[config.mk]
export PLATFORM = sky130hd
export DESIGN_NAME = ccl_top
export DESIGN_NICKNAME = d
export VERILOG_FILES = /design/src/rtl/ccl_pkg.sv /design/src/rtl/ccl_lut_if.sv /design/src/rtl/ccl_lut.sv /design/src/rtl/ccl_top.sv
export SDC_FILE = /design/constraint.sdc
export NUM_CORES = 1
export LEC_CHECK = 0
export ABC_CLOCK_PERIOD_IN_PS = 3100
export BUFFER_PORTS_ARGS = -buffer_cell sky130_fd_sc_hd__buf_4
export CORE_MARGIN = 2
export CORE_UTILIZATION = 45
export CTS_CLUSTER_DIAMETER = 30
export CTS_CLUSTER_SIZE = 24
export DETAILED_ROUTE_END_ITERATION = 8
export HOLD_SLACK_MARGIN = 0.08
export PLACE_DENSITY_LB_ADDON = 0.1
export SLEW_MARGIN = 20
export SYNTH_ARGS = -nofsm -noshare
export SYNTH_HDL_FRONTEND = slang
export SYNTH_SLANG_ARGS = --single-unit
[constraint.sdc]
create_clock -name i_clk -period 3.1 [get_ports i_clk]
set_input_delay 0.31 -clock i_clk [delete_from_list [all_inputs] [get_ports i_clk]]
set_output_delay 0.31 -clock i_clk [all_outputs]
set_load 0.02 [all_outputs]
[src/rtl/ccl_pkg.sv]
// Shared constants for the configurable lookup logic block
package ccl_pkg;
    // Write port offsets
    localparam logic [3:0] OFS_CTRL = 4'h0;
    localparam logic [3:0] OFS_SEQ = 4'h1;
    localparam logic [3:0] OFS_LUT_BASE = 4'h5;
    localparam logic [3:0] OFS_LUT_STRIDE = 4'h4;
    localparam logic [3:0] OFS_CTRL_A = 4'h0;
    localparam logic [3:0] OFS_CTRL_B = 4'h1;
    localparam logic [3:0] OFS_CTRL_C = 4'h2;
    localparam logic [3:0] OFS_TRUTH = 4'h3;
    // Reset values
    localparam logic [7:0] RST_BYTE = 8'h00;
    localparam logic [3:0] RST_SEQ = 4'h0;
    // Field positions in control A
    localparam int A_EN = 0;
    localparam int A_OUTEN = 3;
    localparam int A_FILT_LO = 4;
    localparam int A_TABLE_CLOCK_SELECT = 6;
    localparam int A_EDGE = 7;
    // Global control field
    localparam int G_EN = 0;
    // Sequential function codes
    localparam logic [3:0] SEQ_OFF = 4'h0;
    localparam logic [3:0] SEQ_DFF = 4'h1;
    localparam logic [3:0] SEQ_JK = 4'h2;
    localparam logic [3:0] SEQ_LATCH = 4'h3;
    localparam logic [3:0] SEQ_RS = 4'h4;
    // Output filter codes
    localparam logic [1:0] FLT_OFF = 2'h0;
    localparam logic [1:0] FLT_SYNC = 2'h1;
    localparam logic [1:0] FLT_FILTER = 2'h2;
    // Input source codes
    localparam logic [3:0] SRC_MASK = 4'h0;
    localparam logic [3:0] SRC_FEEDBACK = 4'h1;
    localparam logic [3:0] SRC_LINK = 4'h2;
    localparam logic [3:0] SRC_EVENT_A = 4'h3;
    localparam logic [3:0] SRC_EVENT_B = 4'h4;
    localparam logic [3:0] SRC_PIN = 4'h5;
    localparam logic [3:0] SRC_PERIPH0 = 4'h6;
    localparam int PERIPH_W = 4;
    // Filter history depth and synchronizer tap
    localparam int FILT_DEPTH = 4;
    localparam int SYNC_TAP = 1;
    localparam int NUM_LUT = 2;
endpackage : ccl_pkg

[src/rtl/ccl_lut_if.sv]
// Carrier between the top and one lookup table unit
`timescale 1ns/1ps
`default_nettype none
interface ccl_lut_if;
    logic en;           // Effective table enable
    logic [7:0] ctrl_a; // Control A image
    logic [7:0] truth;  // Truth bits
    logic [2:0] in;     // Resolved table inputs
    logic direct;       // Raw truth output
    logic out;          // Filtered and edge path output
    logic tick;         // Selected table clock edge
    modport lut (input en, ctrl_a, truth, in, output direct, out, tick);
    modport top (output en, ctrl_a, truth, in, input direct, out, tick);
endinterface : ccl_lut_if
`default_nettype wire

[src/rtl/ccl_lut.sv]
// One lookup table with truth evaluation, filter and edge detector
`timescale 1ns/1ps
`default_nettype none
module ccl_lut (
    input wire logic i_clk,
    input wire logic i_sys_rst,
    ccl_lut_if.lut lb
);
    import ccl_pkg::*;

    logic en_q;                    // Enable seen one cycle late
    logic in2_q;                   // Previous input 2 for clock edge
    logic [FILT_DEPTH-1:0] hist;   // Filter history
    logic filt_val;                // Filter agreed value
    logic edge_prev;               // Edge detector memory
    logic stage;                   // Output of filter option
    logic [1:0] fsel;              // Filter select field

    assign fsel = lb.ctrl_a[A_FILT_LO+1:A_FILT_LO];

    // Truth bit indexed by the inputs
    assign lb.direct = lb.truth[lb.in];

    // Selected table clock: peripheral clock or rising input 2
    assign lb.tick = lb.ctrl_a[A_TABLE_CLOCK_SELECT] ? (lb.in[2] & ~in2_q) : 1'b1;

    // Delayed enable and input 2 history
    always_ff @(posedge i_clk) begin
        if (i_sys_rst) begin
            en_q <= 1'b0;
            in2_q <= 1'b0;
        end else begin
            en_q <= lb.en;
            in2_q <= lb.in[2];
        end
    end

    // Filter history, cleared a cycle after disable
    always_ff @(posedge i_clk) begin
        if (i_sys_rst || !en_q) begin
            hist <= '0;
            filt_val <= 1'b0;
        end else if (lb.tick) begin
            hist <= {hist[FILT_DEPTH-2:0], lb.direct};
            // Output moves only when three samples agree
            if (hist[1] == hist[2] && hist[2] == hist[3]) begin
                filt_val <= hist[3];
            end
        end
    end

    // Filter option select
    always_comb begin
        case (fsel)
            FLT_SYNC: stage = hist[SYNC_TAP];
            FLT_FILTER: stage = filt_val;
            default: stage = lb.direct;
        endcase
    end

    // Edge detector memory, cleared a cycle after disable
    always_ff @(posedge i_clk) begin
        if (i_sys_rst || !en_q) begin
            edge_prev <= 1'b0;
        end else if (lb.tick) begin
            edge_prev <= stage;
        end
    end

    // Final output: rising edge pulse or filtered level
    assign lb.out = !lb.en ? 1'b0 :
        (lb.ctrl_a[A_EDGE] ? (stage & ~edge_prev) : stage);
endmodule : ccl_lut
`default_nettype wire

[src/rtl/ccl_top.sv]
// Configurable lookup logic: two tables, input routing and sequential element
// Contract
// - sequential select writable only while even table off
// - table controls locked except enable while on
// - protected bits accepted with enabling, not disabling write
// - global and per table enable bits
// - output equals truth bit indexed by inputs
// - masked input reads low
// - inputs 0,1 from control B, 2 from C
// - feedback input takes pair registered sequential state
// - link input takes next table direct output; the last table's link input reads low
// - two event lines selectable as inputs
// - pin option uses table's dedicated input pin
// - filter delays two to five; cleared after disable
// - edge detector pulses on rising edge
// - edge detector cleared one cycle after disable
// - sequential uses table clock and filtered paths
// - sequential cleared while even table disabled
// - flip-flop loads data when gate high
// - jk holds, clears, sets, toggles
// - latch transparent while gate high
// - rs latch sets and clears, both forbidden
// - sequential select codes zero to four
// - clock select peripheral clock or input 2
// - filter select codes off, sync, filter
// - table outputs are events, events are inputs
`timescale 1ns/1ps
`default_nettype none
module ccl_top (
    input wire logic i_clk,
    input wire logic i_sys_rst,
    input wire logic i_wr,
    input wire logic [3:0] i_wr_addr,
    input wire logic [7:0] i_wr_data,
    input wire logic [3:0] i_rd_addr,
    output logic [7:0] o_rd_data,
    input wire logic i_event_line_a,
    input wire logic i_event_line_b,
    input wire logic [5:0] i_table_pin,
    input wire logic [7:0] i_periph,
    output logic [1:0] o_table_output_event,
    output logic [1:0] o_pin_out,
    output logic [1:0] o_pin_oe,
    output logic o_sequential_output
);
    import ccl_pkg::*;

    logic glob_en;                      // Global enable
    logic [3:0] seq_sel;                // Sequential function select
    logic [7:0] ctrl_a [NUM_LUT];       // Table control A
    logic [7:0] ctrl_b [NUM_LUT];       // Table control B
    logic [7:0] ctrl_c [NUM_LUT];       // Table control C
    logic [7:0] truth [NUM_LUT];        // Truth bits
    logic [7:0] s1, s2, s3;             // Three stage pin and event sync
    logic [7:0] clean;                  // Debounced external inputs
    logic [NUM_LUT-1:0] lut_en;         // Effective table enables
    logic [NUM_LUT-1:0] lut_out;        // Table outputs
    logic [NUM_LUT-1:0] lut_direct;     // Raw truth outputs
    logic [NUM_LUT-1:0] lut_tick;       // Table clock edges
    logic seq_q;                        // Sequential state
    logic seq_out;                      // Sequential output
    logic next_seq;                     // Next sequential state

    ccl_lut_if lif [NUM_LUT] ();

    // Decode of one input source
    function automatic logic src_pick(input logic [3:0] sel, input logic fb, input logic link,
                                      input logic eva, input logic evb, input logic pin,
                                      input logic [PERIPH_W-1:0] per);
        logic [3:0] pidx;
        pidx = sel - SRC_PERIPH0;
        case (sel)
            SRC_MASK: src_pick = 1'b0;
            SRC_FEEDBACK: src_pick = fb;
            SRC_LINK: src_pick = link;
            SRC_EVENT_A: src_pick = eva;
            SRC_EVENT_B: src_pick = evb;
            SRC_PIN: src_pick = pin;
            default: begin
                if (sel >= SRC_PERIPH0 && pidx < 4'(PERIPH_W)) begin
                    src_pick = per[pidx[1:0]];
                end else begin
                    src_pick = 1'b0;
                end
            end
        endcase
    endfunction : src_pick

    // Decode helper: whether an offset hits the given register of table n
    function automatic logic lut_hit(input logic [3:0] addr, input int n, input logic [3:0] reg_ofs);
        lut_hit = addr == 4'(OFS_LUT_BASE + 4'(n) * OFS_LUT_STRIDE + reg_ofs);
    endfunction : lut_hit

    // Global control and sequential select
    always_ff @(posedge i_clk) begin
        if (i_sys_rst) begin
            glob_en <= 1'b0;
            seq_sel <= RST_SEQ;
        end else if (i_wr) begin
            if (i_wr_addr == OFS_CTRL) begin
                glob_en <= i_wr_data[G_EN];
            end
            // Ignored while the even table is on
            if (i_wr_addr == OFS_SEQ && !ctrl_a[0][A_EN]) begin
                seq_sel <= i_wr_data[3:0];
            end
        end
    end

    // Per table control writes with enable protection
    generate
        for (genvar n = 0; n < NUM_LUT; n++) begin : g_regs
            always_ff @(posedge i_clk) begin
                if (i_sys_rst) begin
                    ctrl_a[n] <= RST_BYTE;
                    ctrl_b[n] <= RST_BYTE;
                    ctrl_c[n] <= RST_BYTE;
                    truth[n] <= RST_BYTE;
                end else if (i_wr) begin
                    if (lut_hit(i_wr_addr, n, OFS_CTRL_A)) begin
                        if (!ctrl_a[n][A_EN]) begin
                            ctrl_a[n] <= i_wr_data;
                        end else begin
                            ctrl_a[n][A_EN] <= i_wr_data[A_EN];
                        end
                    end
                    if (lut_hit(i_wr_addr, n, OFS_CTRL_B) && !ctrl_a[n][A_EN]) begin
                        ctrl_b[n] <= i_wr_data;
                    end
                    if (lut_hit(i_wr_addr, n, OFS_CTRL_C) && !ctrl_a[n][A_EN]) begin
                        ctrl_c[n] <= i_wr_data;
                    end
                    if (lut_hit(i_wr_addr, n, OFS_TRUTH)) begin
                        truth[n] <= i_wr_data;
                    end
                end
            end
        end
    endgenerate

    // Register readback, one cycle after the address
    always_ff @(posedge i_clk) begin
        if (i_sys_rst) begin
            o_rd_data <= RST_BYTE;
        end else begin
            o_rd_data <= RST_BYTE;
            if (i_rd_addr == OFS_CTRL) begin
                o_rd_data <= {7'h00, glob_en};
            end else if (i_rd_addr == OFS_SEQ) begin
                o_rd_data <= {4'h0, seq_sel};
            end
            for (int n = 0; n < NUM_LUT; n++) begin
                if (lut_hit(i_rd_addr, n, OFS_CTRL_A)) begin
                    o_rd_data <= ctrl_a[n];
                end else if (lut_hit(i_rd_addr, n, OFS_CTRL_B)) begin
                    o_rd_data <= ctrl_b[n];
                end else if (lut_hit(i_rd_addr, n, OFS_CTRL_C)) begin
                    o_rd_data <= ctrl_c[n];
                end else if (lut_hit(i_rd_addr, n, OFS_TRUTH)) begin
                    o_rd_data <= truth[n];
                end
            end
        end
    end

    // Pin and event synchronizer; a change counts when stages two and three agree
    always_ff @(posedge i_clk) begin
        if (i_sys_rst) begin
            s1 <= 8'h00;
            s2 <= 8'h00;
            s3 <= 8'h00;
            clean <= 8'h00;
        end else begin
            s1 <= {i_event_line_b, i_event_line_a, i_table_pin};
            s2 <= s1;
            s3 <= s2;
            clean <= (s2 & s3) | (clean & (s2 ^ s3));
        end
    end

    // Table units and their input routing
    generate
        for (genvar n = 0; n < NUM_LUT; n++) begin : g_lut
            logic link_in;
            assign link_in = (n + 1 < NUM_LUT) ? lut_direct[(n + 1) % NUM_LUT] : 1'b0;
            assign lut_en[n] = glob_en & ctrl_a[n][A_EN];
            assign lif[n].en = lut_en[n];
            assign lif[n].ctrl_a = ctrl_a[n];
            assign lif[n].truth = truth[n];
            // Inputs 0 and 1 from control B, input 2 from control C
            assign lif[n].in[0] = src_pick(ctrl_b[n][3:0], seq_q, link_in, clean[6], clean[7],
                                           clean[3*n], i_periph[4*n +: PERIPH_W]);
            assign lif[n].in[1] = src_pick(ctrl_b[n][7:4], seq_q, link_in, clean[6], clean[7],
                                           clean[3*n+1], i_periph[4*n +: PERIPH_W]);
            assign lif[n].in[2] = src_pick(ctrl_c[n][3:0], seq_q, link_in, clean[6], clean[7],
                                           clean[3*n+2], i_periph[4*n +: PERIPH_W]);
            assign lut_out[n] = lif[n].out;
            assign lut_direct[n] = lif[n].direct;
            assign lut_tick[n] = lif[n].tick;
            ccl_lut u_lut (
                .i_clk(i_clk),
                .i_sys_rst(i_sys_rst),
                .lb(lif[n])
            );
        end
    endgenerate

    // Next state of the sequential element, even table data, J or set, odd table gate, K or reset
    always_comb begin
        next_seq = seq_q;
        case (seq_sel)
            SEQ_DFF: begin
                if (lut_tick[0] && lut_out[1]) begin
                    next_seq = lut_out[0];
                end
            end
            SEQ_JK: begin
                if (lut_tick[0]) begin
                    case ({lut_out[0], lut_out[1]})
                        2'b01: next_seq = 1'b0;
                        2'b10: next_seq = 1'b1;
                        2'b11: next_seq = ~seq_q;
                        default: next_seq = seq_q;
                    endcase
                end
            end
            SEQ_LATCH: next_seq = lut_out[1] ? lut_out[0] : seq_q;
            SEQ_RS: begin
                if (lut_out[0] && !lut_out[1]) begin
                    next_seq = 1'b1;
                end else if (lut_out[1] && !lut_out[0]) begin
                    next_seq = 1'b0;
                end else begin
                    next_seq = seq_q;
                end
            end
            default: next_seq = 1'b0;
        endcase
    end

    // Sequential state, held clear while the even table is off
    always_ff @(posedge i_clk) begin
        if (i_sys_rst || !lut_en[0]) begin
            seq_q <= 1'b0;
        end else begin
            seq_q <= next_seq;
        end
    end

    // Latch modes are transparent; flip-flop modes show the state
    assign seq_out = !lut_en[0] ? 1'b0 :
        (seq_sel == SEQ_LATCH || seq_sel == SEQ_RS) ? next_seq : seq_q;

    // Event and pin outputs; the pair sequential output replaces the even table
    assign o_table_output_event[0] = (seq_sel == SEQ_OFF) ? lut_out[0] : seq_out;
    assign o_table_output_event[1] = lut_out[1];
    assign o_pin_out = o_table_output_event;
    assign o_pin_oe = {lut_en[1] & ctrl_a[1][A_OUTEN], lut_en[0] & ctrl_a[0][A_OUTEN]};
    assign o_sequential_output = seq_out;
endmodule : ccl_top
`default_nettype wire

==> metrics.md <==
| Metric | Value |
|---|---|
| Status | complete, but fails checks |
| Violated checks | setup timing |
| Routed len/inst | ~19 um |
| Filler Cells Inserted | 1237 |
| P_sw | 1.07 mW |
| Initial DRC Count | 450 |
| Skew final | 10.2 ps |
| GP Congestion | around 0.92 |
| Worst Hold Launch | i_table_pin[2] |
| Maximum fanout along the worst path | 4 |
| Synth async-reset ratio | 0% |
| Sequential area share after synthesis | 48.6% |
| Final worst slack | -676 ps |
| Top Ports | 50 |
| Worst slew pin tran | 826 ps |
| First-pass GRT wire length | 28.2 mm |
| Commonest cells in the netlist | 67 x and2_1, 64 x edfxtp_1, 62 x dfxtp_1 |
| Layout cells sized above 1 | 24.8% |
| Maximum VDD drop | ~450 uV |
| Core area | 14000 um^2 |
| Final cell count without fillers | 933 |
| Int Pwr | 3.23 mW |
| Number of global-route vias before repair | 5303 |
| Cell variety after synth | 69 |
| Largest net degree at the start of global routing | 70 |
| YS warnings | 0 |
| Synth Instances | 630 |
| Kind of critical path | flop to output port |
| DP HPWL | 12.9 mm |
| Count leader, synth | and2_1 |
| Clock Sinks | 126 |
| Largest cells by area after synthesis | edfxtp_1 30%, dfxtp_1 19%, and2_1 6.4% |
| Max Cap Viol | 0 |
| Number of cells on the worst reg-to-reg path | 13 |
| Post-synth top flop | edfxtp_1 |
| Total GRT Usage | 23.5% |
| Die Span Y | 124 um |
| Root buffer cell | clkbuf_16 |
| CP peak stage delay | between 500 and 600 ps |
| RR Startpoint | ctrl_b[1][0] |
| Clock Latency Late Sink | approximately 420 ps |
| GR Overflow Total | 0 |
| Layout area overhead | 25.6% |
| CTS Buf Count | 17 |
| Drc violations | 0 |
| Worst-path clk slew | 60 ps |
| Die ar. | 15400 um^2 |
| Post-route ant nets | 0 |
| Pwr dens | 526 nW/um^2 |
| CP endpoint kind | output port |
| ANT cells | 0 |
| R2r setup slk | -260 ps |
| Clock share of power | 48.5% |
| 1st-pass router iterations | 5 |
| Cells along the critical path | mux4_2, o211a_4, or2_4, a2111o_1, and4_4, o21ai_4, mux2i_1, a311oi_2, a22o_2, a31oi_4, buf_6 |
| Hold endpoint | s1[2] |
| CTS tree | yes |
| Storage cell area | 3160 um^2 |
| Antenna violations before repair | 1 |
| Pins Over Slew Limit | 0 |
| Share of the synthesized area in the top cell type | 29.6% |
| Slew Limit Headroom | 44.8% |
| H-tree depth | 4 |
| Max Buffers Root-to-Sink | 2 |
| Final setup viols | 6 |
| Via total after detailed routing | 5312 |
| Worst hold stages | 2 |
| Final Util | 58.4% |
| Initial Utilization | approximately 46% |
| FF+latch count, synth | roughly 130 |
| HP Class | input port to flop |
| Number of flops mapped to enable cells by yosys | 64 |
| WP buf/inv | 1 |
| Nets@finish | 793 |
| # rows | 43 |
| Vias per cell | 5.69 |
| Multi-input gate area | around 3200 um^2 |
| # port buffers | 49 |
| Net Sw Frac | 24.9% |
| Startpoint class of the critical path | flop |
| FF-to-FF End | seq_q |
| Mapped Area | between 6000 and 7000 um^2 |
| Net Count, Synth | 683 |
| F_max | 0.265 GHz |
| Seq pwr share | between 40% and 50% |
| DP Cell Count | 893 |
| Die W | about 120 um |
| Logic pwr share | 8.6% |
| Final Hold Viols | 0 |
| Arrival time worst endpoint | about 3500 ps |
| Routed WL | between 15 and 20 mm |
| Period Utilization, post-route | 122% |
| Syn Area/Cell | 10.3 um^2 |
| Largest area contributor in the netlist | edfxtp_1 |
| Unrepaired setup endpoints after global routing | true |
| Static Leak | 3.32 nW |
| Minimum clock period | about 3800 ps |
| CP max-delay cell | mux4_2 |
| CP required | 2790 ps |
| Delay-heaviest family, CP | compound AO/OA/AOI/OAI gates |
==> timing repair <==
| item | CTS | global route |
|---|---|---|
| resized for setup | 6 | 9 |
| pin swaps | 6 | 7 |
| endpoints found under the setup margin | 6 | 7 |
| hold endpoints to repair | 2 | 0 |
| hold buffers | 2 | 0 |
| buffers inserted | 4 | 2 |
==> worst max-delay path by stage <==
stage                       from                 endpoint  slack [ps]  cells after the start
finish              ctrl_b[1][0]  o_table_output_event[0]        -680                     11
global route            clean[7]             o_pin_out[0]        -860                     14
CTS                 ctrl_b[1][1]             o_pin_out[0]        -680                     12
detailed placement  ctrl_b[1][1]             o_pin_out[0]        -440                     13
global placement    ctrl_b[1][0]             o_pin_out[0]        -320                     11
floorplan           ctrl_b[1][1]  o_table_output_event[0]        -340                     13
==> metal layers <==
layer  vias up  GRT usage, %  routed length [um]
li1       2531             -                   -
met1      2555          30.9                7840
met2       183          36.9                8200
met3        41          6.33                1130
met4         2          9.58                 530
met5         -             0                  10
==> power by group through the flow <==
stage                     registers, mW  clock network [mW]  logic (mW)
final                              1.84                2.09       0.371
after global routing               1.85                2.19       0.400
after CTS                          1.84                2.12       0.357
after detailed placement           1.88                   0       0.347
after global placement             1.87                   0       0.343
after floorplan                    1.87                   0       0.189
==> state kept, by name, summed over array words and instances (netlist names) <==
| register | count |
|---|---|
| ctrl_a | 16 |
| g_lut.u_lut.en_q | 2 |
| g_lut.u_lut.edge_prev | 2 |
| seq_q | 1 |
| o_rd_data | 8 |
| s2 | 8 |
| ctrl_b | 16 |
| truth | 16 |
| s1 | 8 |
| seq_sel | 4 |
| s3 | 8 |
| g_lut.u_lut.in2_q | 2 |
| glob_en | 1 |
| g_lut.u_lut.hist | 8 |
| ctrl_c | 16 |
| clean | 8 |
| g_lut.u_lut.filt_val | 2 |
==> cell families (layout without fill, tap and decap cells) <==
kind of cell               after synthesis  count (layout)  share of synthesized area (%)
buffers and inverters                   46             169                           2.98
adders and majority gates               18              18                           3.46
muxes                                   50              50                           9.14
xor gates and xnor gates                 1               1                          0.135
and+or+nand+nor                        256             256                           21.5
AOI/OAI and AO/OA                      133             133                           14.1
DFF                                    126             126                           48.6
==> cells in the final DEF (no fill, tap or decap), types with 4 or more instances in the layout <==
cell         n
a21oi_1     26
a221oi_1     8
a22oi_1      5
a31oi_1      5
and2_1      67
and3_1       5
buf_4      107
clkbuf_16   18
clkinv_4     5
dfxtp_1     62
edfxtp_1    64
ha_1        17
inv_1       25
mux2_2      15
mux2i_1     29
mux4_2       6
nand2_1     34
nand2b_1    12
nand3_1     11
nand3b_1     5
nor2_1      55
nor2b_1     30
nor3_1      13
nor3b_1      5
o21ai_0     29
o21ai_1      4
o21bai_1     7
o22ai_1      4
o32ai_1      4
==> per-stage QoR <==
| step | setup WS, ps | setup TNS, ps | power [mW] | hold slack, ps | instance area, um^2 |
|---|---|---|---|---|---|
| floorplan | -341 | -773 | 2.06 | 414 | 6530 |
| global placement | -325 | -1250 | 2.22 | 418 | 7430 |
| detailed placement | -441 | -1660 | 2.22 | 425 | 7430 |
| CTS | -681 | -2600 | 4.32 | 81.2 | 8120 |
| global route | -859 | -3520 | 4.43 | 96.3 | 8170 |
| finish | -676 | -2670 | 4.30 | 95.1 | 8170 |
==> cell type report <==
cell class	instances	area share, %
inverter	25	1.15
multi-input combinational	458	39.3
timing repair buffer	112	10.5
clock buffer	18	5.51
clock inverter	14	2.10
tap	180	2.76
sequential	126	38.7
Note: power is estimated with default switching activity, not from simulation.
